$ cat config.mk
export PLATFORM = sky130hd
export DESIGN_NAME = prbs_qrts_test_pattern_unit
export DESIGN_NICKNAME = d
export VERILOG_FILES = /design/src/logic/prbs_pkg.sv /design/src/logic/pattern_lane_if.sv /design/src/logic/pattern_generator.sv /design/src/logic/pattern_checker.sv /design/src/logic/prbs_qrts_test_pattern_unit.sv
export VERILOG_INCLUDE_DIRS = /design/src /design/src/logic
export SDC_FILE = /design/constraint.sdc
export NUM_CORES = 1
export LEC_CHECK = 0
export BUFFER_PORTS_ARGS = -buffer_cell sky130_fd_sc_hd__buf_4
export CAP_MARGIN = 20
export CORE_AREA = 2 2 166 87
export DETAILED_ROUTE_END_ITERATION = 12
export DIE_AREA = 0 0 168 89
export PLACE_DENSITY = 0.55
export SLEW_MARGIN = 25
export SYNTH_ARGS = -nofsm -noshare
export SYNTH_HDL_FRONTEND = slang
export SYNTH_SLANG_ARGS = --single-unit
$ cat constraint.sdc
create_clock -name core_clk -period 3.45 [get_ports core_clk]
set_clock_uncertainty 0.15 [all_clocks]
set_input_delay 0.1725 -clock core_clk [delete_from_list [all_inputs] [get_ports core_clk]]
set_output_delay 0.1725 -clock core_clk [all_outputs]
set_load 0.02 [all_outputs]
$ cat src/logic/prbs_defs.svh
// Offsets, field positions, reset values and counts of the pattern unit
// Contract
// - Type bit picks PRBS15 or QRTS pattern
// - Switch off: transmit side sends pattern lineward
// - Switch on: receive side drives backplane pattern
// - Each insert rising edge flips one bit
// - Insert ignored while generator is off
// - Inserted error follows the switch direction
// - Switch off: invert tx output, rx input
// - Switch on: invert roles swap sides
// - Generator enable gates the pattern output
// - Read-only lock flag shows checker lock
`ifndef PRBS_DEFS_SVH
`define PRBS_DEFS_SVH

// Register offsets
`define OFS_CSR 3'h0
`define OFS_SWITCH 3'h1
`define OFS_IRQ_STAT 3'h2
`define OFS_IRQ_MASK 3'h3
`define OFS_ERR_CNT 3'h4

// Control and status field positions
`define BIT_TYPE 7
`define BIT_ERR_INS 6
`define BIT_INVERT 5
`define BIT_LOCK 4
`define BIT_CHK_EN 3
`define BIT_GEN_EN 2
`define BIT_SWITCH 3

// Interrupt status positions
`define IRQ_LOCK_GAIN 0
`define IRQ_LOCK_LOSS 1
`define IRQ_BIT_ERR 2
`define IRQ_ERR_SENT 3

// Reset values and write masks
`define CSR_RESET 8'h00
`define CSR_WMASK 8'hef
`define SWITCH_RESET 8'h00
`define SWITCH_WMASK 8'h08
`define IRQ_RESET 4'h0
`define LFSR_SEED 20'h00001

// Checker counts
`define LOCK_LAST 6'h1f
`define LOSS_LAST 4'h7
`define WINDOW_LAST 6'h3f

`endif

$ cat src/logic/prbs_pkg.sv
// Types and pattern functions of the test pattern unit
package prbs_pkg;

  // Pattern shift register, wide enough for the quasi-random pattern
  typedef logic [19:0] lfsr_t;

  // Checker states
  typedef enum logic [2:0] {
    CHK_IDLE = 3'h1,
    CHK_HUNT = 3'h2,
    CHK_LOCKED = 3'h4
  } chk_state_t;

  // Feedback bit: x^15+x^14+1 or x^20+x^17+1
  function automatic logic pattern_fb(lfsr_t r, logic qrts);
    pattern_fb = qrts ? (r[19] ^ r[16]) : (r[14] ^ r[13]);
  endfunction : pattern_fb

  // Sent bit: quasi-random forces a one after thirteen zeros
  function automatic logic pattern_bit(lfsr_t r, logic qrts);
    logic fb;
    fb = pattern_fb(r, qrts);
    pattern_bit = fb | (qrts & (r[12:0] == 13'h0000));
  endfunction : pattern_bit

endpackage : prbs_pkg

$ cat src/logic/pattern_lane_if.sv
// Bit lane between the pattern unit and its generator or checker
`timescale 1ns/1ps
interface pattern_lane_if;
  logic strobe;
  logic qrts;
  logic enable;
  logic data;
  modport producer(input strobe, input qrts, input enable, output data);
  modport consumer(input strobe, input qrts, input enable, input data);
endinterface : pattern_lane_if

$ cat src/logic/pattern_generator.sv
// Pseudo-random and quasi-random pattern generator
`timescale 1ns/1ps
`include "prbs_defs.svh"
module pattern_generator (
  // Clock and reset
  input wire logic core_clk,
  input wire logic rst,
  // Pattern lane
  pattern_lane_if.producer lane
);
  import prbs_pkg::*;

  lfsr_t shiftReg;
  lfsr_t next_shiftReg;

  // Advance by one bit; an all-zero register reseeds
  assign next_shiftReg = (shiftReg == 20'h00000) ? `LFSR_SEED :
    {shiftReg[18:0], pattern_fb(shiftReg, lane.qrts)};
  assign lane.data = pattern_bit(shiftReg, lane.qrts);

  // One step per payload bit while enabled
  always_ff @(posedge core_clk) begin
    if (rst) begin
      shiftReg <= `LFSR_SEED;
    end else if (lane.strobe && lane.enable) begin
      shiftReg <= next_shiftReg;
    end
  end
endmodule : pattern_generator

$ cat src/logic/pattern_checker.sv
// Self-synchronising pattern checker with lock detection
`timescale 1ns/1ps
`include "prbs_defs.svh"
module pattern_checker (
  // Clock and reset
  input wire logic core_clk,
  input wire logic rst,
  // Pattern lane
  pattern_lane_if.consumer lane,
  // Status
  output logic locked,
  output logic bitError,
  output prbs_pkg::chk_state_t state
);
  import prbs_pkg::*;

  lfsr_t refReg;
  lfsr_t next_refReg;
  chk_state_t next_state;
  logic mismatch;
  logic [5:0] matchCnt;
  logic [5:0] next_matchCnt;
  logic [5:0] winCnt;
  logic [5:0] next_winCnt;
  logic [3:0] errCnt;
  logic [3:0] next_errCnt;
  logic goodMatch;

  // Compare, then reload from input while hunting, flywheel when locked
  assign mismatch = lane.data != pattern_bit(refReg, lane.qrts);
  assign goodMatch = !mismatch && refReg != 20'h00000;
  assign next_refReg = (state == CHK_LOCKED) ?
    {refReg[18:0], pattern_fb(refReg, lane.qrts)} :
    {refReg[18:0], lane.data};
  assign locked = state == CHK_LOCKED;

  // Count matches while hunting, errors per window while locked
  assign next_matchCnt = (state != CHK_HUNT) ? 6'h00 :
    !lane.strobe ? matchCnt :
    goodMatch ? 6'(matchCnt + 6'h01) : 6'h00;
  assign next_winCnt = (state != CHK_LOCKED) ? 6'h00 :
    lane.strobe ? 6'(winCnt + 6'h01) : winCnt;
  assign next_errCnt = (state != CHK_LOCKED) ? 4'h0 :
    !lane.strobe ? errCnt :
    (winCnt == `WINDOW_LAST) ? {3'h0, mismatch} :
    mismatch ? 4'(errCnt + 4'h1) : errCnt;

  // Lock state machine
  always_comb begin
    next_state = state;
    case (state)
      CHK_IDLE: begin
        if (lane.enable) next_state = CHK_HUNT;
      end
      CHK_HUNT: begin
        if (!lane.enable) next_state = CHK_IDLE;
        else if (lane.strobe && goodMatch && matchCnt == `LOCK_LAST)
          next_state = CHK_LOCKED;
      end
      CHK_LOCKED: begin
        if (!lane.enable) next_state = CHK_IDLE;
        else if (lane.strobe && mismatch && errCnt == `LOSS_LAST)
          next_state = CHK_HUNT;
      end
      default: next_state = CHK_IDLE;
    endcase
  end

  // State and counters
  always_ff @(posedge core_clk) begin
    if (rst) begin
      state <= CHK_IDLE;
      refReg <= `LFSR_SEED;
      matchCnt <= 6'h00;
      winCnt <= 6'h00;
      errCnt <= 4'h0;
      bitError <= 1'h0;
    end else begin
      state <= next_state;
      if (lane.strobe) refReg <= next_refReg;
      matchCnt <= next_matchCnt;
      winCnt <= next_winCnt;
      errCnt <= next_errCnt;
      bitError <= lane.strobe && locked && mismatch;
    end
  end
endmodule : pattern_checker

$ cat src/logic/prbs_qrts_test_pattern_unit.sv
// Per-channel PRBS/QRTS test pattern unit with register port
`timescale 1ns/1ps
`include "prbs_defs.svh"
module prbs_qrts_test_pattern_unit (
  // Clock and reset
  input wire logic core_clk,
  input wire logic rst,
  // Register port
  input wire logic [2:0] regAddr,
  input wire logic [7:0] regWrData,
  input wire logic regWrite,
  input wire logic regRead,
  output logic [7:0] regRdData,
  // Transmit framer side
  input wire logic txBitStrobe,
  input wire logic txPayload,
  output logic txLine,
  // Receive framer side
  input wire logic rxBitStrobe,
  input wire logic rxLine,
  output logic rxBackplane,
  // Interrupt and status
  output logic irq,
  output prbs_pkg::chk_state_t checkerState
);
  import prbs_pkg::*;

  ////////////////////////////////////////////////////////////////////
  // Register decode helper
  function automatic logic addr_hit(logic [2:0] a, logic [2:0] ofs);
    addr_hit = a == ofs;
  endfunction : addr_hit

  // Registers
  logic [7:0] csr;
  logic [7:0] switchReg;
  logic [3:0] irqStatus;
  logic [3:0] irqMask;
  logic [7:0] errCount;
  logic errPending;
  logic lockedDly;

  // Next values
  logic [7:0] next_csr;
  logic [3:0] next_irqStatus;
  logic [7:0] next_errCount;
  logic next_errPending;
  logic next_txLine;
  logic next_rxBackplane;
  logic [7:0] next_regRdData;

  // Decoded strobes
  wire wrCsr = regWrite && addr_hit(regAddr, `OFS_CSR);
  wire wrSwitch = regWrite && addr_hit(regAddr, `OFS_SWITCH);
  wire wrIrqStat = regWrite && addr_hit(regAddr, `OFS_IRQ_STAT);
  wire wrIrqMask = regWrite && addr_hit(regAddr, `OFS_IRQ_MASK);
  wire rdErrCnt = regRead && addr_hit(regAddr, `OFS_ERR_CNT);

  // Control fields
  wire patternTypeSelect = csr[`BIT_TYPE];
  wire singleErrorInsert = csr[`BIT_ERR_INS];
  wire patternDataInvert = csr[`BIT_INVERT];
  wire patternCheckerEnable = csr[`BIT_CHK_EN];
  wire patternGeneratorEnable = csr[`BIT_GEN_EN];
  wire patternSwitch = switchReg[`BIT_SWITCH];

  // Checker results
  logic patternLockFlag;
  logic chkBitError;

  ////////////////////////////////////////////////////////////////////
  // Direction steering: switch moves generator to receive side
  wire genStrobe = patternSwitch ? rxBitStrobe : txBitStrobe;
  wire chkStrobe = patternSwitch ? txBitStrobe : rxBitStrobe;
  wire chkRaw = patternSwitch ? txPayload : rxLine;
  wire genActive = patternGeneratorEnable && genStrobe;

  pattern_lane_if genLane();
  pattern_lane_if chkLane();

  // Lane drive toward generator and checker
  assign genLane.strobe = genStrobe;
  assign genLane.qrts = patternTypeSelect;
  assign genLane.enable = patternGeneratorEnable;
  assign chkLane.strobe = chkStrobe;
  assign chkLane.qrts = patternTypeSelect;
  assign chkLane.enable = patternCheckerEnable;
  assign chkLane.data = chkRaw ^ patternDataInvert;

  pattern_generator u_gen (
    .core_clk(core_clk),
    .rst(rst),
    .lane(genLane.producer)
  );

  pattern_checker u_chk (
    .core_clk(core_clk),
    .rst(rst),
    .lane(chkLane.consumer),
    .locked(patternLockFlag),
    .bitError(chkBitError),
    .state(checkerState)
  );

  ////////////////////////////////////////////////////////////////////
  // Error insertion on a written 0-to-1 of the insert bit
  wire insertRise = wrCsr && regWrData[`BIT_ERR_INS] &&
    !singleErrorInsert;
  assign next_errPending = patternGeneratorEnable &&
    (insertRise || (errPending && !genStrobe));
  wire errSent = genActive && errPending;

  // Outgoing pattern bit after inversion and insertion
  wire genBit = genLane.data ^ patternDataInvert ^ errPending;

  // Output selection per direction
  assign next_txLine = (patternGeneratorEnable && !patternSwitch) ?
    genBit : txPayload;
  assign next_rxBackplane = (patternGeneratorEnable && patternSwitch) ?
    genBit : rxLine;

  ////////////////////////////////////////////////////////////////////
  // Events and interrupt status
  wire lockGain = patternLockFlag && !lockedDly;
  wire lockLoss = !patternLockFlag && lockedDly;
  wire [3:0] irqEvents = {errSent, chkBitError, lockLoss, lockGain};
  wire [3:0] irqClear = wrIrqStat ? regWrData[3:0] : 4'h0;
  // Set wins over a same-cycle clear
  assign next_irqStatus = (irqStatus & ~irqClear) | irqEvents;
  assign irq = |(irqStatus & irqMask);

  // Saturating bit-error count, cleared by reading it
  wire [7:0] errBase = rdErrCnt ? 8'h00 : errCount;
  assign next_errCount = (chkBitError && errBase != 8'hff) ?
    8'(errBase + 8'h01) : errBase;

  // Control register write; lock bit is read-only
  assign next_csr = wrCsr ?
    ((regWrData & `CSR_WMASK) | (csr & ~`CSR_WMASK)) : csr;

  ////////////////////////////////////////////////////////////////////
  // Read data mux
  always_comb begin
    next_regRdData = 8'h00;
    case (regAddr)
      `OFS_CSR: begin
        next_regRdData = csr;
        next_regRdData[`BIT_LOCK] = patternLockFlag;
      end
      `OFS_SWITCH: next_regRdData = switchReg;
      `OFS_IRQ_STAT: next_regRdData = {4'h0, irqStatus};
      `OFS_IRQ_MASK: next_regRdData = {4'h0, irqMask};
      `OFS_ERR_CNT: next_regRdData = errCount;
      default: next_regRdData = 8'h00;
    endcase
  end

  // Register file
  always_ff @(posedge core_clk) begin
    if (rst) begin
      csr <= `CSR_RESET;
      switchReg <= `SWITCH_RESET;
      irqStatus <= `IRQ_RESET;
      irqMask <= `IRQ_RESET;
      errCount <= 8'h00;
      regRdData <= 8'h00;
    end else begin
      csr <= next_csr;
      if (wrSwitch) switchReg <= regWrData & `SWITCH_WMASK;
      irqStatus <= next_irqStatus;
      if (wrIrqMask) irqMask <= regWrData[3:0];
      errCount <= next_errCount;
      regRdData <= regRead ? next_regRdData : 8'h00;
    end
  end

  // Insertion and lock tracking
  always_ff @(posedge core_clk) begin
    if (rst) begin
      errPending <= 1'h0;
      lockedDly <= 1'h0;
    end else begin
      errPending <= next_errPending;
      lockedDly <= patternLockFlag;
    end
  end

  // Transmit line output, one bit per transmit strobe
  always_ff @(posedge core_clk) begin
    if (rst) begin
      txLine <= 1'h0;
    end else if (txBitStrobe) begin
      txLine <= next_txLine;
    end
  end

  // Receive backplane output, one bit per receive strobe
  always_ff @(posedge core_clk) begin
    if (rst) begin
      rxBackplane <= 1'h0;
    end else if (rxBitStrobe) begin
      rxBackplane <= next_rxBackplane;
    end
  end
endmodule : prbs_qrts_test_pattern_unit

# Word level (Yosys, flattened, before mapping)
# Cells that the tools add are included.
# op_classes
add_sub_neg	4
n_eq_ne	17
n_mux	22
bitwise_logic	17
n_reduce_logical	42
# op_table
op	n
$pmux W8 S5	1
$logic_not A13 Y1	2
$logic_and A1 B1 Y1	23
$logic_not A20 Y1	1
$mux W20	1
$reduce_bool A20 Y1	1
$mux W8	2
$mux W3	5
$add A6 B1 Y6 const B	2
$mux W4	3
$eq A3 B2 Y1 const B	3
$ne A3 B2 Y1 const B	3
$pmux W3 S3	1
$add A8 B1 Y8 const B	1
$and A4 B4 Y4	2
$mux W1	8
$ne A8 B8 Y1 const B	1
$or A8 B5 Y8	1
$xor A1 B1 Y1	7
$eq A3 B1 Y1 const B	2
$eq A3 B3 Y1 const B	2
$eq A6 B5 Y1 const B	1
$eq A6 B6 Y1 const B	1
$logic_not A1 Y1	6
18 further kinds	22
# totals
regBits	97
input_bits	19
output_inout_bits	14
word_cells	119

# Logic depth before layout (Yosys ltp)
# Gate-level depths: netlist of run 1.
# depth
word_depth	11
depth_mapped	7
ltp_nobuf	7

# Cells and area by module
# From an unflattened synthesis of run 1, not the netlist that was laid out.
# hier_totals
cells_unflattened	470
area_unflattened_um2	4252.8
# modules_own_cells
mod	n_inst	cells_each	area_each_um2	seq_area_each_um2
pattern_checker	1	195	1829.3	800.8
prbs_qrts_test_pattern_unit	1	173	1656.6	720.7
pattern_generator	1	102	767.0	400.4

# Worst setup path after synthesis of run 1
# No wires, ideal clock.
# synth_timing
kind	in2reg
start	input regAddr[1]
end	register errCount[1]
setup_ps	128
arrival_time_ps	1467
required_time_ps	3172
path_slack_ps	1706
path_stages	7
path_buffers	0
path_cell_list	nand4bb_1 > and2_1 > ha_1 > nand4_1 > o21ai_0 > mux2i_1 > nor2_1
# synth_between
elab_chain_len	6
elab_cells_between_ends	7
classes_between	add/sub (1); eq/ne (2); mux (2); reduce/logical (2)
# synth_rtl
element	line	rtl
start, declared	prbs_qrts_test_pattern_unit.sv:9	input wire logic [2:0] regAddr,
$eq A3 B3 Y1 (*)	prbs_qrts_test_pattern_unit.sv:31	addr_hit = a == ofs;
$logic_and A1 B1 Y1 (*)	prbs_qrts_test_pattern_unit.sv:57	wire rdErrCnt = regRead && addr_hit(regAddr, `OFS_ERR_CNT);
$mux W8 (*)	prbs_qrts_test_pattern_unit.sv:133	wire [7:0] errBase = rdErrCnt ? 8'h00 : errCount;
parallel branches: the longest is 2 deep, another holds $add A8 B1 Y8	--	
$mux W8 (*)	prbs_qrts_test_pattern_unit.sv:134	assign next_errCount = (chkBitError && errBase != 8'hff) ?
end signal, assigned	prbs_qrts_test_pattern_unit.sv:172	errCount <= next_errCount;
end, declared	prbs_qrts_test_pattern_unit.sv:39	logic [7:0] errCount;
# Mark *: on every way between the ends.
# A chain may end at the register's enable or synchronous reset.

# Worst setup path in the final report of run 1
# layout_timing
start	register switchReg[3]
end	register u_chk.state[1]
# layout_between
elab_chain_len	9
elab_cells_between_ends	13
classes_between	eq/ne (3); mux (2); bitwise (1); reduce/logical (7)
# layout_rtl
element	line	rtl
start, declared	prbs_qrts_test_pattern_unit.sv:36	logic [7:0] switchReg;
start signal, assigned	prbs_qrts_test_pattern_unit.sv:162	switchReg <= `SWITCH_RESET;
start signal, assigned	prbs_qrts_test_pattern_unit.sv:169	if (wrSwitch) switchReg <= regWrData & `SWITCH_WMASK;
$mux W1	prbs_qrts_test_pattern_unit.sv:75	wire chkRaw = patternSwitch ? txPayload : rxLine;
$xor A1 B1 Y1	prbs_qrts_test_pattern_unit.sv:88	assign chkLane.data = chkRaw ^ patternDataInvert;
$ne A1 B1 Y1	pattern_checker.sv:30	assign mismatch = lane.data != pattern_bit(refReg, lane.qrts);
$logic_not A1 Y1	pattern_checker.sv:31	assign goodMatch = !mismatch && refReg != 20'h00000;
$logic_and A1 B1 Y1	pattern_checker.sv:31	
$logic_and A1 B1 Y1	pattern_checker.sv:57	else if (lane.strobe && goodMatch && matchCnt == `LOCK_LAST)
$logic_and A1 B1 Y1 (no line)	--	
$ne A3 B2 Y1 (no line)	--	
$reduce_and A3 Y1 (no line) (*)	--	
end signal, assigned	pattern_checker.sv:79	state <= next_state;
end, declared	pattern_checker.sv:13	output prbs_pkg::chk_state_t state
# Mark *: on every way between the ends. The rest lies on a longest branch, timed or not.

==> results of run 1 <==
## stage by stage
stage | total power, mW | cell area [um2]
finish | 2.42 | 5020
CTS | 2.45 | 5020
global placement | 1.26 | 4580
global route | 2.52 | 5020
floorplan | 1.22 | 4220
detailed placement | 1.26 | 4580
## worst max-delay path, delay by kind of cell (launching register included)
| family | cells | cell delay, ps |
|---|---|---|
| compound gates | 1 | 180 |
| xor+xnor | 2 | 800 |
| flops | 1 | 530 |
| mux | 1 | 340 |
| simple gates | 1 | 160 |
## how the worst min path moves through the flow
stage	slack, ps	start	depth (start not counted)	end
after floorplan	150	rst	1	u_chk.state[0]$_SDFFE_PP1P_
after detailed placement	290	regWrData[5]	3	csr[5]$_SDFFE_PP0P_
final	9	txBitStrobe	3	txLine$_SDFFE_PP0P_
after global placement	280	regWrData[5]	3	csr[5]$_SDFFE_PP0P_
after global routing	0.7	txBitStrobe	3	txLine$_SDFFE_PP0P_
after CTS	3	txBitStrobe	3	txLine$_SDFFE_PP0P_
## sequential cells by signal, indices dropped and copies added, names as in the netlist
name / cells
csr: 7
errCount: 8
errPending: 1
irqMask: 4
irqStatus: 4
lockedDly: 1
regRdData: 8
rxBackplane: 1
switchReg: 1
txLine: 1
u_chk.bitError: 1
u_chk.errCnt: 4
u_chk.matchCnt: 6
u_chk.refReg: 20
u_chk.state: 3
u_chk.winCnt: 6
u_gen.shiftReg: 20
## routing by layer
layer | vias to the layer above | part of all wire
li1 | 1843 | -
met1 | 1672 | 0.49
met2 | 72 | 0.44
met3 | 9 | 0.056
met4 | 0 | 0.012
met5 | - | 0
## cells in the mapped netlist (2+ instances only)
cell and n:
o21ai_0 6, nor3_1 10, or2_2 2, nand3_1 13, nand3b_1 4, nand2b_1 8
buf_2 2, xnor2_1 12, clkbuf_1 19, nand2_1 122, mux2i_1 18, nor4_1 7
buf_6 2, ha_1 4, or3_1 2, a31oi_1 8, o211ai_1 2, xor2_1 8
nor2b_1 5, buf_1 2, dfxtp_1 96, and4_1 4, a22oi_1 7, o2111ai_1 2
a32oi_1 2, and3_1 2, o311ai_0 2, a21oi_1 61, a21o_1 2, inv_1 7
nand4_1 8, nor2_1 49, and2_1 6
## logic make-up (layout without fill, tap and decap cells)
family,after synthesis,in the layout
AOI/OAI and AO/OA,101,101
xor gates and xnor gates,22,22
adders and majority gates,4,4
buffers and inverters,32,64
DFF,96,96
muxes,19,19
and+or+nand+nor,246,246
## timing repair
action	4_1_cts	5_1_grt
hold buffers	8	0
hold endpoints to repair	13	0
setup endpoints to repair	0	0
## power groups by stage
stage / registers [mW] / logic (mW) / clock network [mW]
4_1_cts: 1.12 / 0.122 / 1.20
3_5_place_dp: 1.15 / 0.114 / 0
5_1_grt: 1.12 / 0.133 / 1.26
3_3_place_gp: 1.15 / 0.115 / 0
2_1_floorplan: 1.15 / 0.0736 / 0
6_report: 1.12 / 0.121 / 1.18
## area by class of cell
| type | instances | share of cell area |
|---|---|---|
| inverters | 7 | 0.00524 |
| clock buffers | 10 | 0.0476 |
| repair buffers | 41 | 0.0653 |
| well taps | 176 | 0.0439 |
| clock inverters | 6 | 0.0229 |
| multi-input cells | 392 | 0.432 |
| flip-flops and latches | 96 | 0.383 |
==> flow_summary.json, run 1 <==
{
  "synthTopCellsByArea": "dfxtp_1 46%, nand2_1 11%, a21oi_1 7.2%",
  "dieArea_um2": 15000,
  "ant_nets": 0,
  "synth_compound_area_frac": 0.143,
  "synthAdderAreaFrac": 0.0119,
  "internal_power_mw": 1.89,
  "cts_tree": "built",
  "status": "finished, final reports clean",
  "cts-root-buf": "clkbuf_16",
  "layout_commonest_cell": "nand2_1",
  "grt.total_usage": 0.135,
  "clock_power_share": 0.486,
  "cp_slowest_cell": "xor2_2",
  "busiest_layer": "met2",
  "p_per_area_nw_per_um2": 483,
  "initial_utilization": 0.317,
  "reg2reg_to": "u_chk.state[1]$_SDFFE_PP0P_",
  "muxShareOfSynthArea": 0.0453,
  "multi_input_area_um2": 2170,
  "synth_top_area_frac": 0.455,
  "yosys.area.top_type": "dfxtp_1",
  "synth_top_family_by_area": "simple AND/OR/NAND/NOR gates",
  "worst_setup_path_end_kind": "register",
  "drt-wirelength-per-cell_um": 13.1,
  "swShare": 0.218,
  "r2r.worst_path.cells": 5,
  "drive_gt1_frac": 0.105,
  "postLayoutSetupSlackWorst_ps": 1180,
  "num_io_pins": 33,
  "diodes": 0,
  "p_sw_uw": 529,
  "finalSetupViolations": 0,
  "cap_violations": 0,
  "final_max_slew_viol_count": 0,
  "drtPass1Iterations": 4,
  "cts_max_level": 3,
  "mostFrequentLayoutCells": "122 x nand2_1, 96 x dfxtp_1, 61 x a21oi_1",
  "gp_congestion": 0.753,
  "overflow": 0,
  "vdd_ir_drop_max_mv": 0.230,
  "seqCellArea_um2": 1920,
  "cp-start-kind": "register",
  "grt_pass1_vias": 3251,
  "drc": 0,
  "ys_seq_area_frac": 0.455,
  "vias": 3596,
  "drt_iter0_drc": 246,
  "p_seq_frac": 0.464,
  "timing.fmax_ghz": 0.441,
  "crit_path_end": "u_chk.state[1]$_SDFFE_PP0P_",
  "fin_nets": 570,
  "postRouteWirelength_mm": 9.56,
  "place_ws_ps": 1170,
  "synthSimpleGateAreaFrac": 0.263,
  "totalNegativeSetupSlack_ps": 0,
  "rsz0062_at_grt": "no",
  "ctsLongestPathBuffers": 2,
  "grt_pass1_wl_mm": 16.1,
  "synth_area_um2": 4220,
  "nFillCells": 1374,
  "synthXorXnorAreaFrac": 0.0492,
  "fp.dieH_um": 89,
  "slew_headroom": 0.461,
  "gr-usage-met1": 0.177,
  "ys_async_sr_fraction": 0,
  "clk_pin_slew_ps": 70,
  "numCtsBuffers": 9,
  "grt_max_degree": 70,
  "coreArea_um2": 13300,
  "p_leak_nw": 1.74,
  "yosys_warnings": 0,
  "die_w_um": 168,
  "area_growth_pct": 18.8,
  "crit_path_max_incr_delay_ps": 580,
  "vias_per_cell": 4.94,
  "r2r_slack_ps": 1180,
  "grtUsageMet3": 0.0447,
  "ys_ff_latch": 96,
  "worst_pin_slew_ps": 808,
  "cp.arrival_ps": 2360,
  "crit_path_max_fanout": 14,
  "netlist_instances": 520,
  "critical_path_required_ps": 3550,
  "cts_resized": 0,
  "clk_latency_ps": 350,
  "rows": 30,
  "antenna_found_initial": 0,
  "rr_startpoint": "switchReg[3]$_SDFFE_PP0P_",
  "cp-startpoint": "switchReg[3]$_SDFFE_PP0P_",
  "io_buffers": 31,
  "met2_usage": 0.217,
  "hold_viol": 0,
  "synth_edf_count": 0,
  "hold_path.class": "in -> reg",
  "ys.flop_type": "dfxtp_1",
  "path_class": "reg -> reg",
  "syn_avg_cell_area_um2": 8.12,
  "syn_nets": 543,
  "postCtsSetupBuffers": 0,
  "dp_cells": 704,
  "holdWs_ps": 8.77,
  "finalWorstPathRequiredPeriod_ps": 2270,
  "numClockSinks": 96,
  "stdcell_count": 728,
  "min_period_over_period": 0.658,
  "synth_cell_types": 49,
  "utilization": 0.377,
  "path_cells": "mux2i_1 > xnor2_2 > xor2_2 > o311ai_2 > and2_1",
  "hpwl_mm": 6.40,
  "p_comb_frac": 0.050
}
No activity file was read; power rests on OpenSTA's default activity.
==> run 2: changes to the inputs <==
--- a/config.mk
+++ b/config.mk
@@ -11,7 +11,7 @@
 export CORE_AREA = 2 2 166 87
 export DETAILED_ROUTE_END_ITERATION = 12
 export DIE_AREA = 0 0 168 89
-export PLACE_DENSITY = 0.55
+export PLACE_DENSITY = 0.57
 export SLEW_MARGIN = 25
 export SYNTH_ARGS = -nofsm -noshare
 export SYNTH_HDL_FRONTEND = slang
==> constraint.sdc (replaced) <==
create_clock -name core_clk -period 1.85 [get_ports core_clk]
set_clock_uncertainty 0.15 [all_clocks]
set_input_delay 0.0925 -clock core_clk [delete_from_list [all_inputs] [get_ports core_clk]]
set_output_delay 0.0925 -clock core_clk [all_outputs]
set_load 0.02 [all_outputs]
==> run 2 against run 1 <==
Worst hold slack improved by 26 ps. Critical path depth grew 2. Die area stayed put. Critical endpoint unchanged. Highest routed layer unchanged.
==> flow_summary.json, run 2 (synthesis results as in run 1) <==
{
  "p_seq_frac": 0.510,
  "crit_buf_inv": 1,
  "crit_path_max_incr_delay_ps": 330,
  "final_max_slew_viol_count": 0,
  "seqCellArea_um2": 1930,
  "cp-start-kind": "register",
  "cts-root-buf": "clkbuf_16",
  "worst_setup_path_end_kind": "register",
  "cp-startpoint": "u_chk.refReg[9]$_SDFFE_PP0P_",
  "p_per_area_nw_per_um2": 761,
  "drc": 0,
  "fp.dieH_um": 89,
  "stdcell_count": 771,
  "grt.total_usage": 0.137,
  "diodes": 0,
  "hold_viol": 0,
  "p_leak_nw": 1.97,
  "finalSetupViolations": 0,
  "fin_nets": 614,
  "internal_power_mw": 3.19,
  "num_io_pins": 33,
  "rows": 30,
  "rr_startpoint": "u_chk.refReg[9]$_SDFFE_PP0P_",
  "p_sw_uw": 914,
  "top_regs": "u_chk.refReg x20, u_gen.shiftReg x20",
  "vias_per_cell": 4.78,
  "mostFrequentLayoutCells": "122 x nand2_1, 93 x dfxtp_1, 68 x buf_4",
  "critPathTopFamily": "simple AND/OR/NAND/NOR gates",
  "multi_input_area_um2": 2270,
  "swShare": 0.223,
  "drt-wirelength-per-cell_um": 12.9,
  "initial_utilization": 0.317,
  "ant_nets": 0,
  "dp_cells": 742,
  "slew_headroom": 0.627,
  "grt_pass1_wl_mm": 16.5,
  "vias": 3686,
  "dieArea_um2": 15000,
  "postLayoutSetupSlackWorst_ps": 10.0,
  "utilization": 0.405,
  "postRouteWirelength_mm": 9.95,
  "area_growth_pct": 27.8,
  "holdWs_ps": 34.9,
  "coreArea_um2": 13300,
  "totalNegativeSetupSlack_ps": 0,
  "cts_tree": "built",
  "drtPass1Iterations": 4,
  "drt_iter0_drc": 293,
  "cp_slowest_cell": "dfxtp_2",
  "layout_commonest_cell": "nand2_1",
  "final_area_um2": 5400,
  "clk_latency_ps": 330,
  "clk_pin_slew_ps": 60,
  "overflow": 0,
  "die_w_um": 168,
  "worst_pin_slew_ps": 558,
  "drive_gt1_frac": 0.182,
  "grt_pass1_vias": 3352,
  "crit_path_max_fanout": 5,
  "critical_path_required_ps": 1930,
  "ctsLongestPathBuffers": 2,
  "path_cells": "nor4_4 > and4_4 > a21oi_4 > xor2_4 > buf_6 > a31oi_1 > and2_1",
  "vdd_ir_drop_max_mv": 0.463,
  "clock_power_share": 0.419,
  "grt_max_degree": 29,
  "cp.arrival_ps": 1920,
  "numClockSinks": 96,
  "timing.fmax_ghz": 0.543,
  "p_comb_frac": 0.071,
  "finalWorstPathRequiredPeriod_ps": 1840,
  "cts_max_level": 3,
  "status": "finished, final reports clean",
  "finalPower_mw": 4.11,
  "dpl-instance-area_um2": 4870,
  "path_class": "reg -> reg",
  "hold_path.class": "in -> reg",
  "holdCritStartpoint": "rxLine",
  "nFillCells": 1376,
  "numCtsBuffers": 9,
  "hpwl_mm": 6.89,
  "gp_congestion": 0.787,
  "rsz0062_at_grt": "yes",
  "cap_violations": 0,
  "min_period_over_period": 0.995,
  "io_buffers": 31,
  "place_ws_ps": -94.6,
  "antenna_found_initial": 0
}
## run 2: layer usage
layer / up-vias / GRT usage / share of wire
met3: 10 / 0.0314 / 0.027
met4: 0 / 0.0411 / 0.011
met5: - / 0 / 0
met2: 40 / 0.219 / 0.44
li1: 1929 / - / -
met1: 1707 / 0.187 / 0.52
## run 2: cell type report
class,instances,share of cell area
multi-input combinational,392,0.420
sequential,96,0.357
timing repair buffer,85,0.127
clock buffer,15,0.0496
tap,176,0.0408
inverter,7,0.00487
## run 2: what timing repair did
| item | CTS | global route |
|---|---|---|
| gates cloned | 1 | 0 |
| setup buffers | 0 | 2 |
| resized for setup | 13 | 17 |
| pin swaps | 8 | 11 |
| hold buffers | 12 | 0 |
| setup endpoints to repair | 13 | 18 |
| endpoints found under the hold margin | 25 | 0 |
## run 2: path summary, 6_finish.rpt
kind                            slack (ps)  depth (start not counted)                          end
worst min register to register         310                          2          csr[1]$_SDFFE_PP0P_
worst max register to register          10                          7  u_chk.state[1]$_SDFFE_PP0P_
worst min-delay path                    30                          4     rxBackplane$_SDFFE_PP0P_
worst max-delay path                    10                          7  u_chk.state[1]$_SDFFE_PP0P_
## run 2: power by group through the flow
| stage | Combinational (mW) | Sequential [mW] | Clock, mW |
|---|---|---|---|
| 2_1_floorplan | 0.137 | 2.14 | 0 |
| 3_3_place_gp | 0.245 | 2.14 | 0 |
| 3_5_place_dp | 0.245 | 2.14 | 0 |
| 4_1_cts | 0.277 | 2.09 | 1.76 |
| 5_1_grt | 0.314 | 2.10 | 1.86 |
| 6_report | 0.290 | 2.10 | 1.72 |
## run 2: worst reg2reg max path: stages (launching register included)
cell and delay [ps]:
dfxtp_2 330, nor4_4 260, and4_4 280, a21oi_4 80
xor2_4 250, buf_6 160, a31oi_1 70, and2_1 160
